**config.mk**
```make
export PLATFORM = sky130hd
export DESIGN_NAME = mux_ctrl
export DESIGN_NICKNAME = d
export VERILOG_FILES = /design/src/include/mux_pkg.sv /design/src/logic/mux_sync.sv /design/src/logic/mux_chan_dec.sv /design/src/logic/mux_ctrl.sv
export VERILOG_INCLUDE_DIRS = /design/src /design/src/include
export SDC_FILE = /design/constraint.sdc
export NUM_CORES = 1
export LEC_CHECK = 0
export BUFFER_PORTS_ARGS = -buffer_cell sky130_fd_sc_hd__buf_4
export CAP_MARGIN = 25
export CORE_AREA = 2 2 54 106
export DETAILED_ROUTE_END_ITERATION = 7
export DIE_AREA = 0 0 56 108
export HOLD_SLACK_MARGIN = 0.05
export PLACE_DENSITY = 0.71
export SLEW_MARGIN = 20
export SYNTH_ARGS = -nofsm -noshare
export SYNTH_HDL_FRONTEND = slang
export SYNTH_SLANG_ARGS = --single-unit
```
**constraint.sdc**
```tcl
create_clock -name clk -period 2.7 [get_ports clk]
set_input_delay 0.27 -clock clk [delete_from_list [all_inputs] [get_ports clk]]
set_output_delay 0.27 -clock clk [all_outputs]
set_load 0.03 [all_outputs]
```
**src/include/mux_regs.svh**
```systemverilog
// constants for the channel mux control block: field positions, reset values, address pattern
// assumes inclusion by bare name from the package and the logic files
`ifndef MUX_REGS_SVH
`define MUX_REGS_SVH
// fixed upper address bits, value arbitrary for this block
`define MUX_ADDR_FIXED      4'hE
`define MUX_CTRL_RESET      8'h00
`define MUX_SEL_LSB_POS     0
`define MUX_SEL_MSB_POS     1
`define MUX_ENABLE_POS      2
`define MUX_UNUSED3_POS     3
`define MUX_IRQ_LO_POS      4
`define MUX_NUM_CHAN        4
`endif

```
**src/include/mux_pkg.sv**
```systemverilog
// types shared by the channel mux control logic
// assumes mux_regs.svh is on the include path
`include "mux_regs.svh"
package mux_pkg;
  // channel selection as stored
  typedef struct packed {
    logic       chan_enable_bit;
    logic       chan_sel_msb;
    logic       chan_sel_lsb;
  } mux_sel_t;
  // open-drain pin pair
  typedef struct packed {
    logic o;
    logic oe;
  } mux_od_t;
  // slave engine states
  typedef enum logic [5:0] {
    MUX_IDLE = 6'h01,
    MUX_ADDR = 6'h02,
    MUX_AACK = 6'h04,
    MUX_WR   = 6'h08,
    MUX_RD   = 6'h10,
    MUX_SACK = 6'h20
  } mux_state_t;
endpackage

```
**src/logic/mux_sync.sv**
```systemverilog
// two flip-flop synchroniser for a bundle of pin inputs
// assumes a free-running clk and an asynchronous high reset
module mux_sync #(
  parameter int W = 1,
  parameter logic [W-1:0] INIT = '1
) (
  // clock and reset
  input  wire logic         clk,
  input  wire logic         rst,
  input  wire logic         ce,
  // data
  input  wire logic [W-1:0] din,
  output logic      [W-1:0] dout
);
  logic [W-1:0] meta_q;  // first stage, read only by second
  // =========================
  // two-stage capture
  always_ff @(posedge clk or posedge rst) begin
    if (rst) begin
      meta_q <= INIT;
      dout   <= INIT;
    end else if (ce) begin
      meta_q <= din;
      dout   <= meta_q;
    end
  end
endmodule

```
**src/logic/mux_chan_dec.sv**
```systemverilog
// registered one-hot channel decoder
// assumes the selection is already committed at a stop condition
`include "mux_regs.svh"
module mux_chan_dec
  import mux_pkg::*;
(
  // clock and reset
  input  wire logic                    clk,
  input  wire logic                    rst,
  input  wire logic                    ce,
  // selection in, one-hot out
  input  mux_pkg::mux_sel_t            sel,
  output logic [`MUX_NUM_CHAN-1:0]     chan_on
);
  // decoding of the three low bits into at most one channel
  function automatic logic [`MUX_NUM_CHAN-1:0] dec(input mux_sel_t s);
    logic [`MUX_NUM_CHAN-1:0] r;
    r = '0;
    if (s.chan_enable_bit) begin
      r[{s.chan_sel_msb, s.chan_sel_lsb}] = 1'b1;
    end
    return r;
  endfunction
  // =========================
  // output register
  always_ff @(posedge clk or posedge rst) begin
    if (rst) begin
      chan_on <= '0;
    end else if (ce) begin
      chan_on <= dec(sel);
    end
  end
endmodule

```
**src/logic/mux_ctrl.sv**
```systemverilog
// I2C slave control of a one-of-four bus multiplexer with interrupt combine
// assumes scl/sda pins are oversampled by clk, far faster than the bus
// assumes the straps are static and the interrupt inputs are level signals
//
// Operation
// - low address bits from select pins
// - last address bit: one read, zero write
// - acknowledge each received addressed byte
// - every written byte stored, last remains
// - register both writable and readable
// - enable bit plus two-bit channel number
// - at most one channel connected
// - new selection connects only at stop
// - all bits zero after power-up
// - interrupt output low if any input low
// - interrupt detection independent of selection
// - bits four to seven show channel interrupts
// - read samples live interrupt inputs
// - all asserted interrupts shown independently
// - interrupt status and output never latch
// - interrupt inputs usable as plain inputs
`include "mux_regs.svh"
module mux_ctrl
  import mux_pkg::*;
(
  // clock, reset, enable
  input  wire logic                clk,
  input  wire logic                rst,
  input  wire logic                ce,
  // upstream bus pins
  input  wire logic                scl_in,
  input  wire logic                sda_in,
  output logic                     sda_out,
  output logic                     sda_oe,
  // address select straps
  input  wire logic [2:0]          addr_select_pins,
  // channel interrupt inputs, active low
  input  wire logic                chan0_irq_in_n,
  input  wire logic                chan1_irq_in_n,
  input  wire logic                chan2_irq_in_n,
  input  wire logic                chan3_irq_in_n,
  // combined open-drain interrupt
  output logic                     irq_out,
  output logic                     irq_oe,
  // downstream switch enables, one per channel
  output logic [`MUX_NUM_CHAN-1:0] chan_connect
);
  import mux_pkg::*;

  // =========================
  // pin synchronisers
  logic [1:0]               bus_s;    // synced scl, sda
  logic [2:0]               addr_s;   // synced straps
  logic [`MUX_NUM_CHAN-1:0] irqn_s;   // synced interrupt inputs
  logic                     scl_s;
  logic                     sda_s;

  // bus lines reset to idle high, so the edge logic sees no false start
  mux_sync #(.W(2), .INIT(2'h3)) u_bus_sync (
    .clk  (clk),
    .rst  (rst),
    .ce   (ce),
    .din  ({scl_in, sda_in}),
    .dout (bus_s)
  );

  // straps settle within two cycles of reset release
  mux_sync #(.W(3), .INIT(3'h0)) u_addr_sync (
    .clk  (clk),
    .rst  (rst),
    .ce   (ce),
    .din  (addr_select_pins),
    .dout (addr_s)
  );

  // interrupt lines reset to idle high, no request pending
  mux_sync #(.W(`MUX_NUM_CHAN), .INIT(4'hF)) u_irq_sync (
    .clk  (clk),
    .rst  (rst),
    .ce   (ce),
    .din  ({chan3_irq_in_n, chan2_irq_in_n, chan1_irq_in_n, chan0_irq_in_n}),
    .dout (irqn_s)
  );

  // split the synced bus pair
  assign scl_s = bus_s[1];
  assign sda_s = bus_s[0];

  // =========================
  // bus edge and condition detect
  logic scl_q;   // previous scl
  logic sda_q;   // previous sda
  logic scl_rise;
  logic scl_fall;
  logic start_c; // start or repeated start
  logic stop_c;  // stop

  // previous-level registers for edges
  always_ff @(posedge clk or posedge rst) begin
    if (rst) begin
      // idle high, so no false edge follows reset
      scl_q <= 1'b1;
      sda_q <= 1'b1;
    end else if (ce) begin
      // one cycle back of the synced levels
      scl_q <= scl_s;
      sda_q <= sda_s;
    end
  end

  // edges and conditions from synced levels only
  assign scl_rise = scl_s & ~scl_q;
  assign scl_fall = ~scl_s & scl_q;
  assign start_c  = scl_s & scl_q & sda_q & ~sda_s;
  assign stop_c   = scl_s & scl_q & ~sda_q & sda_s;

  // =========================
  // slave engine
  mux_state_t state_q;   // engine state
  logic [2:0] bit_q;     // bit counter within byte
  logic [7:0] shift_q;   // receive or transmit shift
  logic       rd_q;      // current transfer is a read
  logic       sda_lo_q;  // drive sda low
  logic       wr_pulse;  // byte completed in write
  logic [7:0] rx_byte;   // byte just completed
  logic       addr_hit;  // address matches
  logic [7:0] rd_value;  // value returned on read
  mux_sel_t   pend_q;    // written, not yet committed
  mux_sel_t   act_q;     // committed selection

  // current bit joined to the shift register
  assign rx_byte  = {shift_q[6:0], sda_s};
  // fixed upper pattern plus strap bits
  assign addr_hit = (rx_byte[7:4] == `MUX_ADDR_FIXED) &&
                    (rx_byte[3:1] == addr_s);
  // live inputs in upper bits, pending selection in lower bits
  assign rd_value = {~irqn_s, 1'b0, pend_q};
  // strobe at the eighth bit of a write byte
  assign wr_pulse = scl_rise && (state_q == MUX_WR) && (bit_q == 3'h7);

  // state, counter and shifter
  always_ff @(posedge clk or posedge rst) begin
    if (rst) begin
      // power-up: idle, bus released
      state_q  <= MUX_IDLE;
      bit_q    <= 3'h0;
      shift_q  <= 8'h00;
      rd_q     <= 1'b0;
      sda_lo_q <= 1'b0;
    end else if (ce) begin
      // a stop always returns to idle and frees sda
      if (stop_c) begin
        state_q  <= MUX_IDLE;
        sda_lo_q <= 1'b0;
      end else if (start_c) begin
        // address follows a start
        state_q  <= MUX_ADDR;
        bit_q    <= 3'h0;
        sda_lo_q <= 1'b0;
      end else begin
        // bit handling between conditions
        case (state_q)
          MUX_IDLE: begin
            // wait for a start, bus released
            sda_lo_q <= 1'b0;
          end
          MUX_ADDR: begin
            // address bits in on each rise, counter wraps after eight
            if (scl_rise) begin
              shift_q <= rx_byte;
              bit_q   <= bit_q + 3'h1;
              if (bit_q == 3'h7) begin
                // address complete: ack only on a match
                if (addr_hit) begin
                  state_q <= MUX_AACK;
                  rd_q    <= rx_byte[0];
                end else begin
                  // not ours: stay quiet until the next start
                  state_q <= MUX_IDLE;
                end
              end
            end
          end
          MUX_AACK: begin
            // ack driven from falling edge through the ack pulse
            if (scl_fall && !sda_lo_q) begin
              sda_lo_q <= 1'b1;
            end else if (scl_fall && sda_lo_q) begin
              // ack clock over: hand over to read or write
              if (rd_q) begin
                // load the byte to return, first bit out now
                state_q  <= MUX_RD;
                shift_q  <= rd_value;
                sda_lo_q <= ~rd_value[7];
              end else begin
                // release sda so the master can send data
                state_q  <= MUX_WR;
                sda_lo_q <= 1'b0;
              end
              bit_q <= 3'h0;
            end
          end
          MUX_WR: begin
            // receive a data byte msb first
            if (scl_rise) begin
              shift_q <= rx_byte;
              bit_q   <= bit_q + 3'h1;
              if (bit_q == 3'h7) begin
                state_q <= MUX_AACK;
              end
            end
          end
          MUX_RD: begin
            // next bit out on each clock fall
            if (scl_fall) begin
              bit_q <= bit_q + 3'h1;
              if (bit_q == 3'h7) begin
                // byte sent: release for the master's ack
                state_q  <= MUX_SACK;
                sda_lo_q <= 1'b0;
              end else begin
                shift_q  <= {shift_q[6:0], 1'b0};
                sda_lo_q <= ~shift_q[6];
              end
            end
          end
          MUX_SACK: begin
            // master ack: send another fresh copy, nack: release
            if (scl_rise) begin
              state_q <= sda_s ? MUX_IDLE : MUX_SACK;
            end else if (scl_fall) begin
              // acked: resample the live inputs for the next byte
              state_q  <= MUX_RD;
              bit_q    <= 3'h0;
              shift_q  <= rd_value;
              sda_lo_q <= ~rd_value[7];
            end
          end
          default: begin
            // unknown code: recover to idle
            state_q  <= MUX_IDLE;
            sda_lo_q <= 1'b0;
          end
        endcase
      end
    end
  end

  // =========================
  // control register: pending and committed selection
  // closing a switch mid-transfer could show a false start downstream
  // reset image of the whole register; only the selection bits are stored
  localparam logic [7:0] CTRL_RST = `MUX_CTRL_RESET;
  always_ff @(posedge clk or posedge rst) begin
    if (rst) begin
      // power-up: no selection, nothing pending
      pend_q <= mux_sel_t'(CTRL_RST[2:0]);
      act_q  <= mux_sel_t'(CTRL_RST[2:0]);
    end else if (ce) begin
      if (wr_pulse) begin
        // only low bits kept, later bytes overwrite
        pend_q <= rx_byte[`MUX_ENABLE_POS:`MUX_SEL_LSB_POS];
      end
      // commit the pending selection only at a stop
      if (stop_c) begin
        act_q <= pend_q;
      end
    end
  end

  // registered decode keeps the switch enables glitch free
  mux_chan_dec u_dec (
    .clk     (clk),
    .rst     (rst),
    .ce      (ce),
    .sel     (act_q),
    .chan_on (chan_connect)
  );

  // =========================
  // pin drivers: registered open-drain outputs
  always_ff @(posedge clk or posedge rst) begin
    if (rst) begin
      // pins released during reset
      sda_out <= 1'b0;
      sda_oe  <= 1'b0;
      irq_out <= 1'b0;
      irq_oe  <= 1'b0;
    end else if (ce) begin
      sda_out <= 1'b0;
      // pulled low only for an ack or a zero read bit
      sda_oe  <= sda_lo_q;
      irq_out <= 1'b0;
      // AND of inputs, live and unlatched, any selection
      irq_oe  <= ~(&irqn_s);
    end
  end
endmodule

```
==> results of run 1 <==
[cells in the mapped netlist, types with 6 or more instances]
cell type / count
a21oi_1: 9
buf_2: 6
dfrtp_1: 35
dfstp_2: 15
inv_1: 14
mux2_2: 31
mux2i_1: 6
nand2_1: 16
nor2_1: 7
nor3_1: 7
o21ai_0: 15
[power by group]
part / leakage, nW / internal [mW] / switching, mW
registers: 0.613 / 0.850 / 0.0918
logic: 0.685 / 0.201 / 0.250
clock network: 0.0450 / 0.180 / 0.235
total: 1.34 / 1.23 / 0.577
[registers in the layout, indices dropped and copies added (netlist names)]
signal	count
shift_q	7
state_q	6
u_dec.chan_on	4
u_irq_sync.dout	4
u_irq_sync.meta_q	4
act_q	3
bit_q	3
pend_q	3
u_addr_sync.dout	3
u_addr_sync.meta_q	3
u_bus_sync.dout	2
u_bus_sync.meta_q	2
irq_oe	1
rd_q	1
scl_q	1
sda_lo_q	1
sda_oe	1
sda_q	1
[per-layer routing]
layer  global-route usage  wire, um  vias up  share of wire
li1                     -         -      941              -
met1                0.227      2140      995           0.36
met2                0.405      3290       54           0.56
met5                    0         0        -              0
met3               0.0383       193       19          0.033
met4                0.128       260        0          0.044
[final timing paths]
path	from	slack [ps]	endpoint	depth (start not counted)
max	state_q[1]$_DFFE_PP0P_	320	shift_q[1]$_DFFE_PP0P_	5
min	scl_in	190	u_bus_sync.meta_q[1]$_DFFE_PP1P_	2
max reg2reg	state_q[1]$_DFFE_PP0P_	320	shift_q[1]$_DFFE_PP0P_	5
min reg2reg	u_dec.chan_on[2]$_DFFE_PP0P_	490	u_dec.chan_on[2]$_DFFE_PP0P_	1
max in group asynchronous	rst	1430	u_irq_sync.dout[2]$_DFFE_PP1P_	4
min in group asynchronous	rst	580	act_q[1]$_DFFE_PP0P_	3
[placed cells by master, fill, tap and decap left out, types with 3 or more instances in the layout]
cell / instances
buf_4: 25
a211oi_1: 3
ha_1: 5
a22o_1: 3
nand2_1: 16
mux2_2: 31
nand2b_1: 5
a21oi_1: 9
nor2_1: 7
o2bb2ai_1: 4
clkbuf_8: 5
nor4_1: 3
nor3b_1: 4
and2_1: 4
dfrtp_1: 35
o21ai_0: 15
dfstp_2: 15
nor3_1: 7
inv_1: 13
mux2i_1: 6
nand4_1: 3
xnor2_1: 5
[stage by stage]
stage | utilization | cells
2_1_floorplan | - | 252
3_3_place_gp | 0.564 | 319
3_5_place_dp | 0.564 | 319
4_1_cts | 0.582 | 328
5_1_grt | 0.582 | 328
6_report | 0.582 | 328
[cell type report]
type / instances / area share
Clock inverter: 2 / 0.00332
Multi-Input combinational cell: 172 / 0.445
Sequential cell: 50 / 0.421
Timing Repair Buffer: 26 / 0.0655
Tap cell: 58 / 0.0240
Inverter: 14 / 0.0174
Clock buffer: 6 / 0.0240
[logic make-up (layout without fill, tap and decap cells)]
logic type                 after synthesis  in the layout
AOI/OAI and AO/OA                       51             51
xor gates and xnor gates                 7              7
adders and majority gates                5              5
buffers and inverters                   30             48
DFF                                     50             50
muxes                                   39             39
other                                    1              2
and+or+nand+nor                         68             68
==> summary.txt, run 1 <==
Synth
  – Compound-Gate Fraction of Synth Area: 0.130
  – Yosys warns: 0
  – Post-Synth Adder-Cell Area: 0.0227
  – Cell Area, Synth: 2760 um^2
  – Top FF cell, synth: dfrtp_1
  – Seq cells post-synth: 50
  – Avg Cell Area, Syn: 11.0 um^2
  – Largest cells by area after synthesis: dfrtp_1 32%, dfstp_2 14%, mux2_2 13%
  – EDFF count, synth: 0
  – Post-Syn Instances: about 250
  – Multiplexer share of the synthesized area: 0.159
  – Synth Area in XOR/XNOR: 0.0222
  – Post-synth top area cell: dfrtp_1
  – Part of the Yosys area used for sequential elements: 0.460
  – Largest family of logic cells by synthesized area: multiplexers
  – Synth cell types: 57
  – Synth Area in Simple Gates: 0.150
  – Post-synth top area share: 0.317
  – FFs w/ async S/R, synth: 1.00

Timing
  – Tcrit/Tclk final: 0.883
  – Layout Skew: ~11 ps
  – Fin Setup TNS: 0 ps
  – Maximum clock frequency: 419 MHz
  – Minimum clock period: 2380 ps
  – Max Slew Vio Count: 0
  – Slew HR: 0.597
  – Final setup margin: 315 ps
  – Transition time of the tightest slew-check pin: 599 ps
  – Endpoints failing setup: 0
  – RSZ-0062 raised after global routing: no
  – Hold Slack: roughly 190 ps
  – Final hold viol count: 0

Place
  – HPWL after DPL: ~4.5 mm
  – DP Area: between 2000 and 3000 um^2
  – Port-buffer cells: 17
  – Pre-CTS setup slack: about 300 ps
  – Placer Congestion: around 0.89

Clocking
  – TritonCTS buffer count: 5
  – Post-CTS Resized: 0
  – Post-CTS Setup Inserts: 0
  – Clk sinks: 50
  – H-tree levels: 2
  – Root Buffer: clkbuf_8
  – Clk slew on worst S/H paths: 90 ps
  – Max Buffers Root-to-Sink: 2
  – CTS tree: done
  – Hold Buf Count CTS: 1
  – Clock latency at the later pin of the worst-skew pair: roughly 310 ps

Floorplan
  – Die Y: roughly 110 um
  – Die W: between 50 and 60 um
  – I/O Pins: 20
  – Rows: 37
  – Initial Util: 0.532
  – Total core area: between 5000 and 6000 um^2
  – Die area: 6050 um^2

Cells and area
  – Fin nets: ~290
  – Fillers: between 400 and 500
  – Post-route cell area: 3020 um^2
  – Layout cells sized above 1: 0.341
  – Area Overhead vs Synth: 9.38%
  – ANT cells: 0
  – Storage cell area: 1270 um^2
  – Multi-input gate area: approximately 1300 um^2

Routing
  – Drt first pass iters: 4
  – Drt via density: 6.13
  – Remaining DRCs: 0
  – Total number of vias: ~2,000
  – Drt total wl: 5.88 mm
  – Antenna viol nets, final: 0
  – DR iter-0 viols: 47
  – Drt wl/cell: approximately 18 um

Worst setup path
  – CP required: about 2900 ps
  – CP max stage delay: 630 ps
  – Cell mode on critical path: mux2_2
  – Crit-path slowest cell: or4b_4
  – Critical path class: register to register
  – CP Data Arrival Time: about 2600 ps
  – Crit path max fanout: 11
  – Crit-path cells: or4b_4 > or2_2 > nand2_1 > mux2_2 > mux2_2
  – CP startpoint kind: register
  – Buf+Inv Stages, Crit Path: 0
  – Worst Setup End Kind: register
  – CP top delay family: simple AND/OR/NAND/NOR gates

Hold path
  – Min-Delay Path Class: primary input to register

Power
  – Pleak: around 1.3 nW
  – Worst VDD drop: ~0.57 mV
  – Total Power: 1.81 mW
  – PwrDens: roughly 600 nW/um^2

Global route
  – Initial antenna violation count: 0
  – Total congestion overflow: 0
  – Pin count of the biggest net entering global routing: 35
  – First-pass GRT wire length: just over 10 mm
  – Total track usage: 0.220
  – Via count of the first global-routing pass: 2,081

Run status
  – Outcome: complete, no violations

Run
  – Max_cap viols: 0
Power figures use the tool's default switching activity.
==> run 2: changes to the inputs <==
Settings changed: PLACE_DENSITY 0.71 to 0.81.
==> summary.txt, run 2 (synthesized netlist as in run 1, its figures left out) <==
Run status
  – Outcome: complete, no violations (unchanged)

Floorplan
  – I/O Pins: 20 (unchanged)
  – Die Y: 108 um (unchanged)
  – Total core area: 5180 um^2 (unchanged)
  – Die W: 56 um (unchanged)
  – Rows: 37 (unchanged)
  – Initial Util: 0.532 (unchanged)
  – Die area: 6050 um^2 (unchanged)

Cells and area
  – Storage cell area: 1270 um^2 (unchanged)
  – Multi-input gate area: 1340 um^2 (unchanged)
  – Final instance count without filler cells: 324 (was 328)
  – Most frequent cells in the layout: 35 x dfrtp_1, 31 x mux2_2, 22 x buf_4 (was 35 x dfrtp_1, 31 x mux2_2, 25 x buf_4)
  – Commonest non-fill, non-tap cell in the layout: dfrtp_1 (unchanged)
  – Regs by FF count: shift_q x7, state_q x6 (unchanged)
  – Fin nets: 282 (was 286)
  – Max FFs per register: 7 (unchanged)
  – Fillers: 449 (was 490)
  – Area Overhead vs Synth: 8.61% (was 9.38%)
  – Biggest register: shift_q (unchanged)
  – ANT cells: 0 (unchanged)
  – Layout cells sized above 1: 0.338 (was 0.341)

Global route
  – Initial antenna violation count: 0 (unchanged)
  – Pin count of the biggest net entering global routing: 51 (was 35)
  – Total congestion overflow: 0 (unchanged)
  – First-pass GRT wire length: 9.80 mm (was 10.1 mm)
  – Via count of the first global-routing pass: 2,029 (was 2,081)
  – Total track usage: 0.210 (was 0.220)

Clocking
  – H-tree levels: 2 (unchanged)
  – Root Buffer: clkbuf_8 (unchanged)
  – Clock latency at the later pin of the worst-skew pair: 310 ps (about the same)
  – Hold Buf Count CTS: 0 (was 1)
  – Clk slew on worst S/H paths: 90 ps (about the same)
  – TritonCTS buffer count: 5 (unchanged)
  – Post-CTS Setup Inserts: 0 (unchanged)
  – Post-CTS Resized: 0 (unchanged)
  – CTS tree: done (unchanged)
  – Clk sinks: 50 (unchanged)
  – Max Buffers Root-to-Sink: 2 (unchanged)

Timing
  – Minimum clock period: 2420 ps (was 2380 ps)
  – Fin Setup TNS: 0 ps (unchanged)
  – Maximum clock frequency: 413 MHz (was 419 MHz)
  – Max Slew Vio Count: 0 (unchanged)
  – Slew HR: 0.596 (was 0.597)
  – Layout Skew: 10.0 ps (was 10.7 ps)
  – Hold Slack: 115 ps (was 191 ps)
  – Transition time of the tightest slew-check pin: 605 ps (was 599 ps)
  – RSZ-0062 raised after global routing: no (unchanged)
  – Tcrit/Tclk final: 0.897 (was 0.883)
  – Final hold viol count: 0 (unchanged)
  – Endpoints failing setup: 0 (unchanged)

Worst setup path
  – CP required: 2890 ps (about the same)
  – CP max stage delay: 630 ps (about the same)
  – CP startpoint kind: register (unchanged)
  – Crit-path slowest cell: or4b_4 (unchanged)
  – Crit path max fanout: 11 (unchanged)
  – CP Data Arrival Time: 2610 ps (was 2570 ps)
  – Crit-path cells: or4b_4 > or2_2 > nand2_1 > mux2_2 > mux2_2 (unchanged)
  – Cell mode on critical path: mux2_2 (unchanged)
  – Critical path class: register to register (unchanged)
  – Worst Setup End Kind: register (unchanged)

Routing
  – Drt first pass iters: 4 (unchanged)
  – Antenna viol nets, final: 0 (unchanged)
  – Drt total wl: 5.76 mm (was 5.88 mm)
  – Remaining DRCs: 0 (unchanged)
  – Drt via density: 6.07 (was 6.13)
  – DR iter-0 viols: 67 (was 47)
  – Total number of vias: 1,968 (was 2,009)
  – Drt wl/cell: 17.8 um (was 17.9 um)

Place
  – Dpl cells: 316 (was 319)
  – HPWL after DPL: 4.41 mm (was 4.52 mm)
  – Placer Congestion: 1.01 (was 0.890)
  – Port-buffer cells: 17 (unchanged)

Hold path
  – Min-Delay Path Class: primary input to async pin (was primary input to register)

Power
  – PwrDens: 611 nW/um^2 (was 599 nW/um^2)
  – Worst VDD drop: 0.693 mV (was 0.570 mV)
  – Pleak: 1.32 nW (was 1.34 nW)

Run
  – Max_cap viols: 0 (unchanged)
run 2: power breakdown:
| part | leakage [nW] | internal, mW | switching [mW] | total [mW] |
|---|---|---|---|---|
| clock network | 0.0447 | 0.187 | 0.261 | 0.448 |
| registers | 0.613 | 0.850 | 0.0942 | 0.945 |
| logic | 0.665 | 0.197 | 0.242 | 0.439 |
run 2: path summary, 6_finish.rpt:
check / start / cells past startpoint / slack (ps) / endpoint
setup / recovery: state_q[1]$_DFFE_PP0P_ / 5 / 280 / shift_q[1]$_DFFE_PP0P_
hold / removal: rst / 3 / 110 / act_q[2]$_DFFE_PP0P_
setup reg to reg: state_q[1]$_DFFE_PP0P_ / 5 / 280 / shift_q[1]$_DFFE_PP0P_
hold reg to reg: u_dec.chan_on[1]$_DFFE_PP0P_ / 1 / 510 / u_dec.chan_on[1]$_DFFE_PP0P_
max in group asynchronous: rst / 3 / 2170 / bit_q[0]$_DFFE_PP0P_
min in group clk: addr_select_pins[2] / 2 / 190 / u_addr_sync.meta_q[2]$_DFFE_PP0P_
run 2: stage by stage:
step	instance area, um^2	util	worst slack, ps	power (mW)
CTS	3000	0.578	277	1.84
global placement	2900	0.560	319	1.39
floorplan	2760	-	560	1.31
global route	3000	0.578	186	1.94
detailed placement	2900	0.560	293	1.39
finish	3000	0.578	277	1.83
run 2: final cells by class:
type / instances / share of cell area
Multi-Input combinational cell: 172 / 0.448
Timing Repair Buffer: 22 / 0.0551
Tap cell: 58 / 0.0242
Inverter: 14 / 0.0175
Clock buffer: 5 / 0.0230
Clock inverter: 3 / 0.00835
Sequential cell: 50 / 0.424
run 2: critical path, delay by kind of cell (launching register included):
kind	cells	cell delay, ps
multiplexers	2	630
AND/OR/NAND/NOR	3	1160
flip-flops	1	520
run 2: layer usage:
layer	vias to the layer above	global-route usage	share of wire
met4	0	0.131	0.049
met3	22	0.0263	0.034
met1	956	0.223	0.35
met5	-	0	0
met2	63	0.385	0.57
li1	927	-	-
